File: config.mk
export PLATFORM = sky130hd
export DESIGN_NAME = ssr_status_summary
export DESIGN_NICKNAME = d
export VERILOG_FILES = /design/src/common/ssr_pkg.sv /design/src/hdl/ssr_status_summary.sv /design/src/hdl/ssr_sticky_bits.sv /design/src/hdl/ssr_power_good.sv
export SDC_FILE = /design/constraint.sdc
export NUM_CORES = 1
export LEC_CHECK = 0
export BUFFER_PORTS_ARGS = -buffer_cell sky130_fd_sc_hd__buf_4
export CAP_MARGIN = 20
export CORE_UTILIZATION = 40
export DETAILED_ROUTE_END_ITERATION = 8
export PLACE_DENSITY = 0.81
export SYNTH_ARGS = -nofsm -noshare
export SYNTH_HDL_FRONTEND = slang
export SYNTH_SLANG_ARGS = --single-unit
File: constraint.sdc
create_clock -name clk_sys -period 1.6 [get_ports clk_sys]
set_input_delay 0.08 -clock clk_sys [delete_from_list [all_inputs] [get_ports clk_sys]]
set_output_delay 0.08 -clock clk_sys [all_outputs]
set_load 0.02 [all_outputs]
File: src/common/ssr_pkg.sv
// Purpose: constants and types for the fault status summary bank
// Assumes: voltages arrive as unsigned linear codes with a fixed exponent
// Notes: command codes double as register offsets
//
// Overview of operation
// - one-byte read-only summary at 78h, reset 00h, no faults.
// - two-byte read-only summary word at 79h, reset 0000h.
// - word low byte is the very same storage as the summary byte.
// - bit 6 set whenever output power is not delivered, any reason.
// - bit 5 reports an output overvoltage fault.
// - bit 4 reports an output overcurrent fault.
// - bit 3 reports an input undervoltage fault.
// - bit 2 reports a temperature fault or warning.
// - bit 1 reports a communication, memory or logic fault.
// - word bit 15 reports an output-voltage fault or warning.
// - word bit 14 reports an output-current fault or warning.
// - word bit 13 reports an input-voltage fault or warning.
// - word bit 12 reports a vendor-defined fault or warning.
// - word bit 11 set while power-good reports output not good.
// - word bit 9 set when any detail status bit is set.
// - output-voltage status at 7Ah, reset zero, bit 7 overvoltage fault.
// - output-voltage status bit 4 flags an undervoltage fault.
// - warnings on bits 6 and 5 never set while matching fault occurs.
// - bit 3 set on setpoint write above ceiling or below 0.1 V.
// - power-good rises above on threshold, falls below undervolt warn limit.
package ssr_pkg;

    localparam logic [7:0] CMD_SUMMARY_BYTE = 8'h78;
    localparam logic [7:0] CMD_SUMMARY_WORD = 8'h79;
    localparam logic [7:0] CMD_OUTPUT_VOLTAGE_SUMMARY_STATUS = 8'h7A;

    localparam logic [7:0] RST_SUMMARY_BYTE = 8'h00;
    localparam logic [15:0] RST_SUMMARY_WORD = 16'h0000;
    localparam logic [7:0] RST_OUTPUT_VOLTAGE_SUMMARY_STATUS = 8'h00;

    // summary bit positions
    localparam int SB_OFF = 6;
    localparam int SB_OV_FAULT = 5;
    localparam int SB_OC_FAULT = 4;
    localparam int SB_VIN_UV = 3;
    localparam int SB_TEMP = 2;
    localparam int SB_CML = 1;
    localparam int SW_OUTPUT_VOLTAGE_SUMMARY = 15;
    localparam int SW_OUTPUT_CURRENT_SUMMARY = 14;
    localparam int SW_INPUT = 13;
    localparam int SW_VENDOR = 12;
    localparam int SW_PG_BAD = 11;
    localparam int SW_OTHER = 9;

    // output-voltage status bit positions
    localparam int VS_OV_FAULT = 7;
    localparam int VS_OV_WARN = 6;
    localparam int VS_UV_WARN = 5;
    localparam int VS_UV_FAULT = 4;
    localparam int VS_SETPOINT = 3;

    // detail bit positions used by the summary
    localparam int OUTPUT_OVERCURRENT_FAULT_BIT = 7;
    localparam int INPUT_UV_FAULT_BIT = 4;

    // readable-bit masks, everything else reads zero
    localparam logic [7:0] MASK_SUMMARY_BYTE = 8'h7E;
    localparam logic [15:0] MASK_SUMMARY_WORD = 16'hFA7E;
    localparam logic [7:0] MASK_OUTPUT_VOLTAGE_SUMMARY_STATUS = 8'hF8;

    // reply lengths in bytes
    localparam logic [1:0] LEN_NONE = 2'h0;
    localparam logic [1:0] LEN_BYTE = 2'h1;
    localparam logic [1:0] LEN_WORD = 2'h2;

    // setpoint floor, 0.1 V as an unsigned code with FRAC_BITS fraction bits
    localparam int SETPOINT_FLOOR_MV = 100;
    localparam int FRAC_BITS = 12;
    localparam logic [15:0] SETPOINT_FLOOR_CODE =
        16'((SETPOINT_FLOOR_MV * (1 << FRAC_BITS) + 999) / 1000);

    typedef struct packed {
        logic [7:0] output_current_summary;
        logic [7:0] inputV;
        logic [7:0] temp;
        logic [7:0] comm_memory_logic_fault;
        logic [7:0] vendor;
    } ssr_detail_t;

    typedef struct packed {
        logic ovFault;
        logic ovWarn;
        logic uvWarn;
        logic uvFault;
    } ssr_output_voltage_summary_cond_t;

    typedef struct packed {
        logic valid;
        logic unsupported;
        logic [1:0] len;
        logic [15:0] data;
    } ssr_rd_rsp_t;

endpackage

File: src/hdl/ssr_status_summary.sv
// Purpose: read-only fault summary byte, summary word and output_voltage_summary status
// Assumes: all condition inputs are produced by logic on clk_sys
// Notes: reads are command-code addressed, one reply a cycle after request
`timescale 1ns/100ps
module ssr_status_summary #(
    parameter int VW = 16
) (
    input wire logic clk_sys,
    input wire logic rst,
    // command-code read port from the serial bus engine
    input wire logic rdReq,
    input wire logic [7:0] rdCmd,
    output ssr_pkg::ssr_rd_rsp_t rdRsp_q,
    // converter state
    input wire logic outputDelivering,
    input wire logic outputEnabled,
    input wire ssr_pkg::ssr_output_voltage_summary_cond_t voutCond,
    input wire ssr_pkg::ssr_detail_t detail,
    input wire logic clearFaults,
    // setpoint write check
    input wire logic setpointWrite,
    input wire logic [VW-1:0] setpointValue,
    input wire logic [VW-1:0] setpointCeiling,
    // power-good thresholds
    input wire logic [VW-1:0] voutMeas,
    input wire logic [VW-1:0] pgOnThreshold,
    input wire logic [VW-1:0] uvWarnLimit,
    // status views
    output logic powerGood_q,
    output logic [15:0] summaryWord_q,
    output logic [7:0] voutStatus_q
);
    import ssr_pkg::*;

    ////////////////////////////////////////////////////////////////////////////
    // helpers

    function automatic logic anySet(input logic [7:0] v);
        anySet = |v;
    endfunction

    function automatic logic [1:0] replyLen(input logic [7:0] cmd);
        unique case (cmd)
            CMD_SUMMARY_BYTE: replyLen = LEN_BYTE;
            CMD_SUMMARY_WORD: replyLen = LEN_WORD;
            CMD_OUTPUT_VOLTAGE_SUMMARY_STATUS: replyLen = LEN_BYTE;
            default: replyLen = LEN_NONE;
        endcase
    endfunction

    ////////////////////////////////////////////////////////////////////////////
    // output-voltage detail flags

    logic [7:0] voutSet;
    logic [7:0] voutFlags;
    logic setpointBad;
    logic voutPg;

    // floor compare is on the raw code; exponent must match FRAC_BITS
    always_comb begin
        setpointBad = setpointWrite &&
            ((setpointValue > setpointCeiling) ||
             (setpointValue < VW'(SETPOINT_FLOOR_CODE)));
    end

    always_comb begin
        voutSet = '0;
        voutSet[VS_OV_FAULT] = voutCond.ovFault;
        // a warning is suppressed while its fault is active
        voutSet[VS_OV_WARN] = voutCond.ovWarn && !voutCond.ovFault;
        voutSet[VS_UV_WARN] = voutCond.uvWarn && !voutCond.uvFault;
        voutSet[VS_UV_FAULT] = voutCond.uvFault;
        voutSet[VS_SETPOINT] = setpointBad;
        voutSet = voutSet & MASK_OUTPUT_VOLTAGE_SUMMARY_STATUS;
    end

    ssr_sticky_bits #(
        .W(8)
    ) u_output_voltage_summary_flags (
        .clk_sys(clk_sys),
        .rst(rst),
        .set(voutSet),
        .clr(clearFaults),
        .flags_q(voutFlags)
    );

    ////////////////////////////////////////////////////////////////////////////
    // power-good

    ssr_power_good #(
        .VW(VW)
    ) u_pgood (
        .clk_sys(clk_sys),
        .rst(rst),
        .outputEnabled(outputEnabled),
        .voutMeas(voutMeas),
        .pgOnThreshold(pgOnThreshold),
        .uvWarnLimit(uvWarnLimit),
        .powerGood_q(voutPg)
    );

    ////////////////////////////////////////////////////////////////////////////
    // summary storage: one low byte shared by both summary commands

    logic [7:0] summaryLow_d;
    logic [7:0] summaryLow_q;
    logic [7:0] summaryHigh_d;
    logic [7:0] summaryHigh_q;
    logic [15:0] wordView;

    // summary bits follow their detail bits, no latching of their own
    always_comb begin
        summaryLow_d = '0;
        summaryLow_d[SB_OFF] = !outputDelivering;
        summaryLow_d[SB_OV_FAULT] = voutFlags[VS_OV_FAULT];
        summaryLow_d[SB_OC_FAULT] = detail.output_current_summary[OUTPUT_OVERCURRENT_FAULT_BIT];
        summaryLow_d[SB_VIN_UV] = detail.inputV[INPUT_UV_FAULT_BIT];
        summaryLow_d[SB_TEMP] = anySet(detail.temp);
        summaryLow_d[SB_CML] = anySet(detail.comm_memory_logic_fault);
        summaryLow_d = summaryLow_d & MASK_SUMMARY_BYTE;
    end

    always_comb begin
        summaryHigh_d = '0;
        summaryHigh_d[SW_OUTPUT_VOLTAGE_SUMMARY - 8] = anySet(voutFlags);
        summaryHigh_d[SW_OUTPUT_CURRENT_SUMMARY - 8] = anySet(detail.output_current_summary);
        summaryHigh_d[SW_INPUT - 8] = anySet(detail.inputV);
        summaryHigh_d[SW_VENDOR - 8] = anySet(detail.vendor);
        summaryHigh_d[SW_PG_BAD - 8] = !voutPg;
        summaryHigh_d[SW_OTHER - 8] = anySet(voutFlags) ||
            anySet(detail.output_current_summary) || anySet(detail.inputV) ||
            anySet(detail.temp) || anySet(detail.comm_memory_logic_fault) ||
            anySet(detail.vendor);
        summaryHigh_d = summaryHigh_d & MASK_SUMMARY_WORD[15:8];
    end

    always_ff @(posedge clk_sys) begin
        if (rst) begin
            summaryLow_q <= RST_SUMMARY_BYTE;
        end else begin
            summaryLow_q <= summaryLow_d;
        end
    end

    always_ff @(posedge clk_sys) begin
        if (rst) begin
            summaryHigh_q <= RST_SUMMARY_WORD[15:8];
        end else begin
            summaryHigh_q <= summaryHigh_d;
        end
    end

    // both commands read summaryLow_q, so they can never disagree
    assign wordView = {summaryHigh_q, summaryLow_q};

    ////////////////////////////////////////////////////////////////////////////
    // command-code read port

    logic [15:0] rdData_d;

    always_comb begin
        rdData_d = '0;
        unique case (rdCmd)
            CMD_SUMMARY_BYTE: begin
                rdData_d = {8'h00, summaryLow_q};
            end
            CMD_SUMMARY_WORD: begin
                rdData_d = wordView;
            end
            CMD_OUTPUT_VOLTAGE_SUMMARY_STATUS: begin
                rdData_d = {8'h00, voutFlags};
            end
            default: begin
                rdData_d = '0;
            end
        endcase
    end

    // registers are read-only; a reply is given for every request
    always_ff @(posedge clk_sys) begin
        if (rst) begin
            rdRsp_q <= '0;
        end else begin
            rdRsp_q.valid <= rdReq;
            rdRsp_q.unsupported <= rdReq && (replyLen(rdCmd) == LEN_NONE);
            rdRsp_q.len <= rdReq ? replyLen(rdCmd) : LEN_NONE;
            rdRsp_q.data <= rdReq ? rdData_d : 16'h0000;
        end
    end

    ////////////////////////////////////////////////////////////////////////////
    // status views

    always_ff @(posedge clk_sys) begin
        if (rst) begin
            powerGood_q <= 1'b0;
        end else begin
            powerGood_q <= voutPg;
        end
    end

    always_ff @(posedge clk_sys) begin
        if (rst) begin
            summaryWord_q <= RST_SUMMARY_WORD;
        end else begin
            summaryWord_q <= wordView;
        end
    end

    always_ff @(posedge clk_sys) begin
        if (rst) begin
            voutStatus_q <= RST_OUTPUT_VOLTAGE_SUMMARY_STATUS;
        end else begin
            voutStatus_q <= voutFlags;
        end
    end
endmodule

File: src/hdl/ssr_sticky_bits.sv
// Purpose: vector of sticky flags with a common clear
// Assumes: set and clear come from logic on clk_sys
// Notes: a set in the cycle of a clear survives
`timescale 1ns/100ps
module ssr_sticky_bits #(
    parameter int W = 8
) (
    input wire logic clk_sys,
    input wire logic rst,
    input wire logic [W-1:0] set,
    input wire logic clr,
    output logic [W-1:0] flags_q
);
    logic [W-1:0] flags_d;

    // set wins over clear so an event in the clearing cycle is kept
    always_comb begin
        flags_d = (flags_q & ~{W{clr}}) | set;
    end

    always_ff @(posedge clk_sys) begin
        if (rst) begin
            flags_q <= '0;
        end else begin
            flags_q <= flags_d;
        end
    end
endmodule

File: src/hdl/ssr_power_good.sv
// Purpose: power-good indication with hysteresis
// Assumes: voltage and thresholds share one unsigned code scale
// Notes: held low while the output is disabled
`timescale 1ns/100ps
module ssr_power_good #(
    parameter int VW = 16
) (
    input wire logic clk_sys,
    input wire logic rst,
    input wire logic outputEnabled,
    input wire logic [VW-1:0] voutMeas,
    input wire logic [VW-1:0] pgOnThreshold,
    input wire logic [VW-1:0] uvWarnLimit,
    output logic powerGood_q
);
    // between the two thresholds the previous state is kept
    always_ff @(posedge clk_sys) begin
        if (rst) begin
            powerGood_q <= 1'b0;
        end else if (!outputEnabled) begin
            powerGood_q <= 1'b0;
        end else if (voutMeas > pgOnThreshold) begin
            powerGood_q <= 1'b1;
        end else if (voutMeas < uvWarnLimit) begin
            powerGood_q <= 1'b0;
        end
    end
endmodule

# --- After elaboration in Yosys (flattened, before gate mapping) ---
# Cells that the tools add are included.
totals:
  regBits: 70
  inputBits: 139
  output_inout_bits: 45
  wordCells: 55
op_classes:
  order_cmp: 4
  n_eq_ne: 3
  n_mux: 5
  bitwise_logic: 5
  n_reduce_logical: 25
ops:
  columns: ["op", "n"]
  rows:
  - ["case mux 16 bit (3 select lines)", 1]
  - ["OR reduction 8 bit", 6]
  - ["> comparator 16 bit", 2]
  - ["equality test 8 x 7 -> 1 bit (second input constant)", 3]
  - ["less-than comparator 16 bit", 1]
  - ["less-than comparator 16 x 9 -> 1 bit (second input constant)", 1]
  - ["AND 8 bit", 1]
  - ["NOT 8 bit", 1]
  - ["OR 8 bit", 1]
  - ["logical OR 1 bit", 6]
  - ["OR reduction 2 bit", 3]
  - ["logical AND 1 bit", 4]
  - ["logical NOT 1 bit", 4]
  - ["case mux 2 bit (2 select lines)", 1]
  - ["logical NOT 2 bit", 1]
  - ["2-to-1 mux 1 bit", 2]
  - ["2-to-1 mux 2 bit", 1]
  - ["NOT 1 bit", 2]
  - ["nonzero test 2 bit", 1]

# --- Longest topological paths before layout ---
# Gate-level depths: netlist (run 1).
depth:
  ltp_word: 6
  mapped_depth: 8
  mapped_depth_nobuf: 8

# --- Cells and area by module ---
# From an unflattened synthesis (run 1), not the netlist that was laid out.
unflattened:
  cells_unflattened: 357
  hier_area_um2: 3158.0
by_module_without_submodules:
  columns: ["module", "instances", "cells_per_inst", "area_per_inst_um2", "seq_area_each_um2"]
  rows:
  - ["ssr_status_summary", 1, 211, 2045.7, 1001.0]
  - ["ssr_power_good", 1, 113, 808.3, 20.0]
  - ["ssr_sticky_bits", 1, 33, 304.0, 160.2]

# --- Worst setup path before layout (run 1) ---
# Ideal clock, no wire load.
synth_path:
  path_kind: "input to register"
  startpoint: "input port setpointCeiling[14]"
  endpoint: "register u_output_voltage_summary_flags.flags_q[3]"
  setup_ns: 0.122
  arrival_ns: 1.395
  required_time_ns: 1.478
  slack_ns: 0.083
  path_stages: 8
  n_path_buf: 0
  cell_sequence: "inv_1 -> ha_1 -> and4_4 -> nand4_4 -> nor3_2 -> a221oi_1 -> o211ai_1 -> a221o_1"
synth_between:
  elab_chain_cells: 4
synth_rtl:
  columns: ["item", "line", "rtl"]
  rows:
  - ["start: declaration", "ssr_status_summary.sv:23", "input wire logic [VW-1:0] setpointCeiling,"]
  - ["> comparator 16 bit", "ssr_status_summary.sv:62", "((setpointValue > setpointCeiling) ||"]
  - ["logical OR 1 bit", "ssr_status_summary.sv:62", null]
  - ["logical AND 1 bit", "ssr_status_summary.sv:61", "setpointBad = setpointWrite &&"]
  - ["OR 8 bit", "ssr_sticky_bits.sv:18", "flags_d = (flags_q & ~{W{clr}}) | set;"]
  - ["end signal: assignment", "ssr_sticky_bits.sv:25", "flags_q <= flags_d;"]
  - ["end: declaration", "ssr_sticky_bits.sv:12", "output logic [W-1:0] flags_q"]
# Every way passes these cells.
# A chain may end at the register's enable or synchronous reset.

# --- Final worst setup path (run 1) ---
layout_path:
  startpoint: "input port detail[39] (netlist bit)"
  endpoint: "register summaryHigh_q[1]"
layout_between:
  elab_chain_cells: 6
layout_rtl:
  columns: ["item", "line", "rtl"]
  rows:
  - ["start: declaration", "ssr_status_summary.sv:18", "input wire ssr_pkg::ssr_detail_t detail,"]
  - ["OR reduction 8 bit", "ssr_status_summary.sv:39", "anySet = |v;"]
  - ["logical OR 1 bit", "ssr_status_summary.sv:130", "summaryHigh_d[SW_OTHER - 8] = anySet(voutFlags) ||"]
  - ["logical OR 1 bit (2 in series)", "ssr_status_summary.sv:131", "anySet(detail.output_current_summary) || anySet(detail.inputV) ||"]
  - ["logical OR 1 bit (2 in series)", "ssr_status_summary.sv:132", "anySet(detail.temp) || anySet(detail.comm_memory_logic_fault) ||"]
  - ["end signal: assignment", "ssr_status_summary.sv:147", "summaryHigh_q <= RST_SUMMARY_WORD[15:8];"]
  - ["end signal: assignment", "ssr_status_summary.sv:149", "summaryHigh_q <= summaryHigh_d;"]
  - ["end: declaration", "ssr_status_summary.sv:108", "logic [7:0] summaryHigh_q;"]
# Every way passes these cells.

==> results of run 1 <==
-- path summary, 6_finish.rpt --
path | from | slack [ns] | cells after the start | endpoint
worst max-delay path | detail[39] | 0.11 | 6 | summaryHigh_q[1]
worst min-delay path | rst | 0.03 | 2 | voutStatus_q[5]
worst max register to register | u_output_voltage_summary_flags.flags_q[2] | 0.33 | 3 | summaryHigh_q[1]
worst min register to register | summaryHigh_q[3] | 0.44 | 1 | rdRsp_q[11]
-- cells by family (layout without fill, tap and decap cells) --
| group | Yosys count | after routing |
|---|---|---|
| adder cells (fa/ha/maj) | 47 | 47 |
| AO/OA/AOI/OAI | 53 | 53 |
| flip-flops | 59 | 59 |
| AND/OR/NAND/NOR | 124 | 124 |
| other | 1 | 6 |
| buffers and inverters | 65 | 264 |
-- layout make-up --
| cell class | instances | area [um2] | area share (%) |
|---|---|---|---|
| clock buffer | 10 | 138 | 2.82 |
| clock inverter | 6 | 87.6 | 1.79 |
| timing repair buffer | 195 | 1480 | 30.4 |
| tap | 99 | 124 | 2.54 |
| sequential | 59 | 1180 | 24.2 |
| multi-input combinational | 230 | 1670 | 34.2 |
| inverter | 53 | 199 | 4.08 |
-- per-stage QoR --
stage | setup WS, ns | setup TNS, ns
2_1_floorplan | 0.0833 | 0
3_3_place_gp | -0.0684 | -0.0978
3_5_place_dp | -0.141 | -0.209
4_1_cts | 0.0776 | 0
5_1_grt | 0.00441 | 0
6_report | 0.107 | 0
-- metal layers --
metal | share of wire [%] | wire (um)
met2 | 53 | 4340
met5 | 0 | 0
met4 | 2.5 | 203
met3 | 4.9 | 402
met1 | 39 | 3230
-- registers in the layout, summed over array words and instances, names as in the netlist --
register and count:
powerGood_q 1, rdRsp_q 18, u_output_voltage_summary_flags.flags_q 8, summaryLow_q 6, voutStatus_q 7, u_pgood.powerGood_q 1, summaryHigh_q 6, summaryWord_q 12
-- layout by cell type (no fill, tap or decap), types with 2 or more instances in the layout --
cell,synthesis,final
a221oi_1,2,2
and3_1,3,3
a211oi_1,2,2
nor2b_1,33,33
inv_1,53,53
nand3_1,5,5
nand2_1,11,11
buf_4,7,187
conb_1,1,6
nor2_1,31,31
o21ai_1,2,2
a21oi_1,27,27
ha_1,47,47
clkbuf_8,0,10
nor3b_2,2,2
dlygate4sd3_1,0,8
clkinv_2,0,2
and2_1,10,10
o31ai_1,2,2
bufinv_16,0,2
a22oi_1,2,2
a21o_1,2,2
o211ai_1,3,3
or4_1,13,13
dfxtp_1,59,59
o21ai_0,3,3
and4_1,3,3
nand4_1,4,4
a221o_1,3,3
nand2_2,2,2
-- where the power goes --
part / internal [mW] / total (mW) / switching [mW]
Combinational: 0.433 / 0.751 / 0.318
Sequential: 1.52 / 1.54 / 0.0246
Clock: 0.921 / 1.50 / 0.579
Total: 2.87 / 3.80 / 0.921
-- critical path, delay by kind of cell --
family,cells,cell delay (ns)
AO/OA/AOI/OAI,1,0.07
buffers and inverters,2,0.66
AND/OR/NAND/NOR,3,0.89
==> run_results.csv, run 1 <==
group,metric,value,unit
clocking,clockBufferDepth,2,
placement,place_congestion,0.841,
timing,rsz0062_at_grt,"false",
final_layout,diodes,0,
global_route,grt_pass1_vias,3192,
worst_setup_path,crit_path_start_kind,"input pin",
timing,clock_skew,0.00729,ns
floorplan,die_w,90.1,um
flow_run,cap_violations,0,
global_route,top_usage_layer,"met2",
clocking,path_clk_slew,0.07,ns
logic_synthesis,synthFlopType,"dfxtp_1",
worst_setup_path,endpoint_kind,"flip-flop",
worst_hold_path,hold_class,"in2reg",
worst_setup_path,slowest_delay,0.53,ns
logic_synthesis,synth_top_family_by_area,"simple AND/OR/NAND/NOR gates",
route,wire_per_inst,12.5,um
final_layout,fin_util,66.2,%
logic_synthesis,yosysWarnings,0,
floorplan,core_area,7370,um2
global_route,grt_use_met3,4.48,%
worst_setup_path,required,1.82,ns
logic_synthesis,synth_cells,349,
global_route,grt_use_met2,39.1,%
final_layout,layout.cells.non_filler,652,
global_route,grt_pass1_wl,13.6,mm
timing,holdWs,0.0298,ns
global_route,overflow,0,
route,remaining_drc_errors,0,
placement,dpl_cell_area,4580,um2
final_layout,nets,734,
clocking,cts_resized,0,
logic_synthesis,synthAdderAreaFrac,18.9,%
timing,finalSetupViolCount,0,
placement,dp_cells,628,
power_and_ir_drop,ir_worst_vdd,0.374,mV
logic_synthesis,synth-compound-area-share,10.6,%
placement,port_buffers,177,
timing,drv_slew,0,
global_route,grt_usage,20.8,%
floorplan,pin_count,184,
logic_synthesis,syn_area,3110,um2
run_status,status,"complete, no violations",
final_layout,area.growth.synth_to_final,57.0,%
final_layout,drive_gt1_share,38.0,%
clocking,cts_tree,"built",
clocking,clkSinkCount,59,
clocking,post_cts_buffers,0,
floorplan,die_y,90.1,um
logic_synthesis,ys_seq_area_share,38.0,%
clocking,cts_hold_buf,8,
logic_synthesis,synth_edf_count,0,
global_route,antenna_found_initial,0,
logic_synthesis,ys_ff_latch,59,
logic_synthesis,synth_most_common_cell,"dfxtp_1",
power_and_ir_drop,p_per_area,778,nW/um2
logic_synthesis,yosysUniqueCellTypes,40,
route,ant_nets,0,
timing,fmax,670,MHz
worst_setup_path,crit_path_top_delay_cell,"dlygate4sd3_1",
worst_setup_path,critical_path_peak_fanout,2,
worst_setup_path,path_cells,"dlygate4sd3_1 -> buf_4 -> or4_1 -> nor2_1 -> and4_1 -> a31oi_1",
power_and_ir_drop,leakagePower,2.56,nW
logic_synthesis,yosys.area_share.simple,23.4,%
placement,hpwl,6.82,mm
power_and_ir_drop,p_total,3.80,mW
floorplan,num_rows,31,
timing,period_share,93.3,%
logic_synthesis,syn_avg_cell_area,8.91,um2
floorplan,start_util,42.2,%
route,drtIter0Drc,38,
logic_synthesis,synthMuxAreaShare,0,%
route,first_pass_iters,4,
worst_setup_path,arrival,1.71,ns
route,drt-total-wl,8.17,mm
final_layout,fill_cells,629,
clocking,cts-root-buf,"clkbuf_8",
logic_synthesis,ys_async_sr_fraction,0,%
logic_synthesis,synth_commonest_cells,"59 x dfxtp_1, 53 x inv_1, 47 x ha_1",
final_layout,fin_area,4880,um2
worst_setup_path,crit_type,"in2reg",
clocking,numCtsBuffers,9,
logic_synthesis,yosysTopAreaCell,"dfxtp_1",
timing,hold_viol,0,
logic_synthesis,synth_area_leaders,"dfxtp_1 38%, ha_1 19%, nor2b_1 6.6%",
global_route,grt_max_degree,29,
route,vias,3095,
global_route,use_met1,21.9,%
clocking,cts_max_level,3,
timing,fin_crit,1.49,ns
logic_synthesis,synth_top_area_share,38.0,%
clocking,clock_latency,0.33,ns
route,vias_per_cell,4.75,
floorplan,dieArea,8130,um2
logic_synthesis,synth_xor_area_share,0,%
Note: power is estimated with default switching activity, not from simulation.
==> run 2, diff against run 1 <==
--- a/config.mk
+++ b/config.mk
@@ -7,9 +7,10 @@
 export LEC_CHECK = 0
 export BUFFER_PORTS_ARGS = -buffer_cell sky130_fd_sc_hd__buf_4
 export CAP_MARGIN = 20
-export CORE_UTILIZATION = 40
+export CORE_MARGIN = 2
+export CORE_UTILIZATION = 47
 export DETAILED_ROUTE_END_ITERATION = 8
-export PLACE_DENSITY = 0.81
+export PLACE_DENSITY = 0.89
 export SYNTH_ARGS = -nofsm -noshare
 export SYNTH_HDL_FRONTEND = slang
 export SYNTH_SLANG_ARGS = --single-unit
==> constraint.sdc (replaced) <==
create_clock -name clk_sys -period 1.9 [get_ports clk_sys]
set_input_delay 0.095 -clock clk_sys [delete_from_list [all_inputs] [get_ports clk_sys]]
set_output_delay 0.095 -clock clk_sys [all_outputs]
set_load 0.02 [all_outputs]
==> run 2 against run 1 <==
  * Via count grew 1.2%
  * Worst setup slack gained 0.18 ns
  * Global-route usage increased by 2.1 points
  * First-iteration DRC count up 89%
  * Non-clock buffer count shrank 10
  * Sequential power fell by 16%
  * Flip-flop and latch count stayed put
  * Critical path depth unchanged
  * Register-to-register slack improved by 0.33 ns
  * Total power down 16%
  * Die area shrank 10%
  * Wire length up 3.3%
  * Largest cell class unchanged
  * Largest power group unchanged
==> run_results.csv, run 2 (synthesis gave the netlist of run 1 again) <==
group,metric,value,unit
worst_setup_path,slowest_delay,0.53,ns
clocking,cts-root-buf,"clkbuf_8",
flow_run,cap_violations,0,
worst_setup_path,crit_path_start_kind,"input pin",
clocking,clockBufferDepth,2,
floorplan,die_y,85.3,um
worst_setup_path,path_cells,"dlygate4sd3_1 -> buf_4 -> or4_1 -> nor2_1 -> and4_1 -> a31oi_1",
worst_hold_path,holdPathStages,3,
route,wire_per_inst,13.6,um
clocking,numCtsBuffers,9,
worst_setup_path,required,2.10,ns
timing,setup_tns,0,ns
worst_setup_path,rrSetupSlack,0.66,ns
clocking,path_clk_slew,0.06,ns
final_layout,reg.largest.list,"rdRsp_q x18, summaryWord_q x12, u_output_voltage_summary_flags.flags_q x8",
clocking,cts_max_level,3,
route,first_pass_iters,5,
route,drt-total-wl,8.44,mm
worst_setup_path,crit_path_top_delay_cell,"dlygate4sd3_1",
final_layout,largest_register_ffs,18,
worst_setup_path,crit_type,"in2reg",
timing,fin_crit,1.61,ns
timing,fmax,621,MHz
floorplan,pin_count,184,
final_layout,drive_gt1_share,36.8,%
route,drtIter0Drc,72,
global_route,grt_pass1_vias,3068,
worst_setup_path,arrival,1.81,ns
final_layout,area.growth.synth_to_final,53.7,%
global_route,grt_usage,22.8,%
power_and_ir_drop,p_total,3.19,mW
worst_setup_path,reg2regPathDepth,3,
worst_setup_path,endpoint_kind,"flip-flop",
final_layout,diodes,0,
final_layout,fill_cells,462,
power_and_ir_drop,p_per_area,668,nW/um2
global_route,grt_max_degree,25,
route,remaining_drc_errors,0,
final_layout,nets,724,
timing,clock_skew,0.00740,ns
route,vias,3132,
clocking,cts_tree,"built",
clocking,clkSinkCount,59,
placement,hpwl,7.05,mm
worst_setup_path,critical_path_peak_fanout,2,
worst_hold_path,hold_class,"in2reg",
clocking,clock_latency,0.33,ns
worst_setup_path,crit_path_start,"detail[28]",
placement,place_congestion,0.840,
timing,drv_slew,0,
global_route,antenna_found_initial,0,
floorplan,core_area,6390,um2
power_and_ir_drop,leakagePower,2.51,nW
timing,finalSetupViolCount,0,
floorplan,num_rows,29,
floorplan,start_util,48.7,%
final_layout,layout_commonest_cell,"buf_4",
worst_setup_path,r2r-start,"u_output_voltage_summary_flags.flags_q[5]",
global_route,grt_pass1_wl,13.3,mm
timing,rsz0062_at_grt,"false",
timing,hold_viol,0,
floorplan,dieArea,7280,um2
global_route,overflow,0,
route,vias_per_cell,5.05,
final_layout,regMostFlops,"rdRsp_q",
worst_setup_path,critPathCapture,"summaryHigh_q[1]",
power_and_ir_drop,ir_worst_vdd,0.695,mV
placement,port_buffers,177,
floorplan,die_w,85.3,um
timing,period_share,84.8,%
worst_setup_path,reg2reg_to,"summaryHigh_q[1]",
clocking,post_cts_buffers,0,
run_status,status,"complete, no violations",
route,ant_nets,0,
final_layout,final_cell_mix,"178 x buf_4, 59 x dfxtp_1, 53 x inv_1, 47 x ha_1, 33 x nor2b_1",
-- run 2: cell count changes in the layout (fill, tap and decap cells not counted), sizes merged --
cell | previous run | this run
clkbuf | 10 | 12
clkinvlp | 0 | 1
dlygate4sd3 | 8 | 7
inv | 54 | 53
buf | 187 | 178
clkinv | 3 | 1
-- run 2: timing repair --
item                       4_1_cts  5_1_grt
gates resized for setup          0        0
hold endpoints to repair         7        0
setup endpoints to repair        0        0
hold buffers                     7        0
-- run 2: cell type report --
| type | count | area, um2 | share of cell area, % |
|---|---|---|---|
| Clock buffer | 12 | 155 | 3.25 |
| Clock inverter | 4 | 72.6 | 1.52 |
| Inverter | 53 | 199 | 4.16 |
| Multi-Input combinational cell | 230 | 1670 | 34.9 |
| Sequential cell | 59 | 1180 | 24.7 |
| Tap cell | 77 | 96.3 | 2.02 |
| Timing Repair Buffer | 185 | 1410 | 29.4 |
-- run 2: metrics by stage --
stage | utilization [%] | setup slack [ns] | instances | instance area, um2 | hold WS [ns]
global route | 74.8 | 0.215 | 620 | 4780 | 0.0487
floorplan | - | 0.368 | 354 | 3130 | 0.162
detailed placement | 70.2 | 0.169 | 597 | 4480 | 0.260
finish | 74.8 | 0.290 | 620 | 4780 | 0.0250
global placement | 70.2 | 0.232 | 597 | 4480 | 0.256
CTS | 74.8 | 0.306 | 620 | 4780 | 0.00396
-- run 2: critical path: cells and delay by family --
kind | cells | cell delay (ns)
AND/OR/NAND/NOR | 3 | 0.97
buffers and inverters | 2 | 0.67
AO/OA/AOI/OAI | 1 | 0.08
-- run 2: how the worst min path moves through the flow --
| stage | slack (ns) | from | endpoint |
|---|---|---|---|
| detailed placement | 0.26 | outputDelivering | summaryLow_q[6] |
| floorplan | 0.16 | outputDelivering | summaryLow_q[6] |
| global route | 0.05 | voutCond[2] | u_output_voltage_summary_flags.flags_q[6] |
| finish | 0.02 | voutCond[2] | u_output_voltage_summary_flags.flags_q[6] |
| global placement | 0.26 | outputDelivering | summaryLow_q[6] |
| CTS | 0.004 | voutCond[2] | u_output_voltage_summary_flags.flags_q[6] |
-- run 2: metal layers --
metal	vias up	part of all wire (%)	GRT usage, %
met3	13	6.0	4.77
met2	128	54	43.1
met1	1442	39	25.6
met5	-	0	0
met4	0	1.5	6.49
li1	1549	-	-
-- run 2: power breakdown --
group | switching (mW) | total (mW) | leakage [nW] | internal (mW)
Combinational | 0.272 | 0.623 | 1.91 | 0.352
Clock | 0.461 | 1.27 | 0.113 | 0.808
Sequential | 0.0207 | 1.30 | 0.484 | 1.28
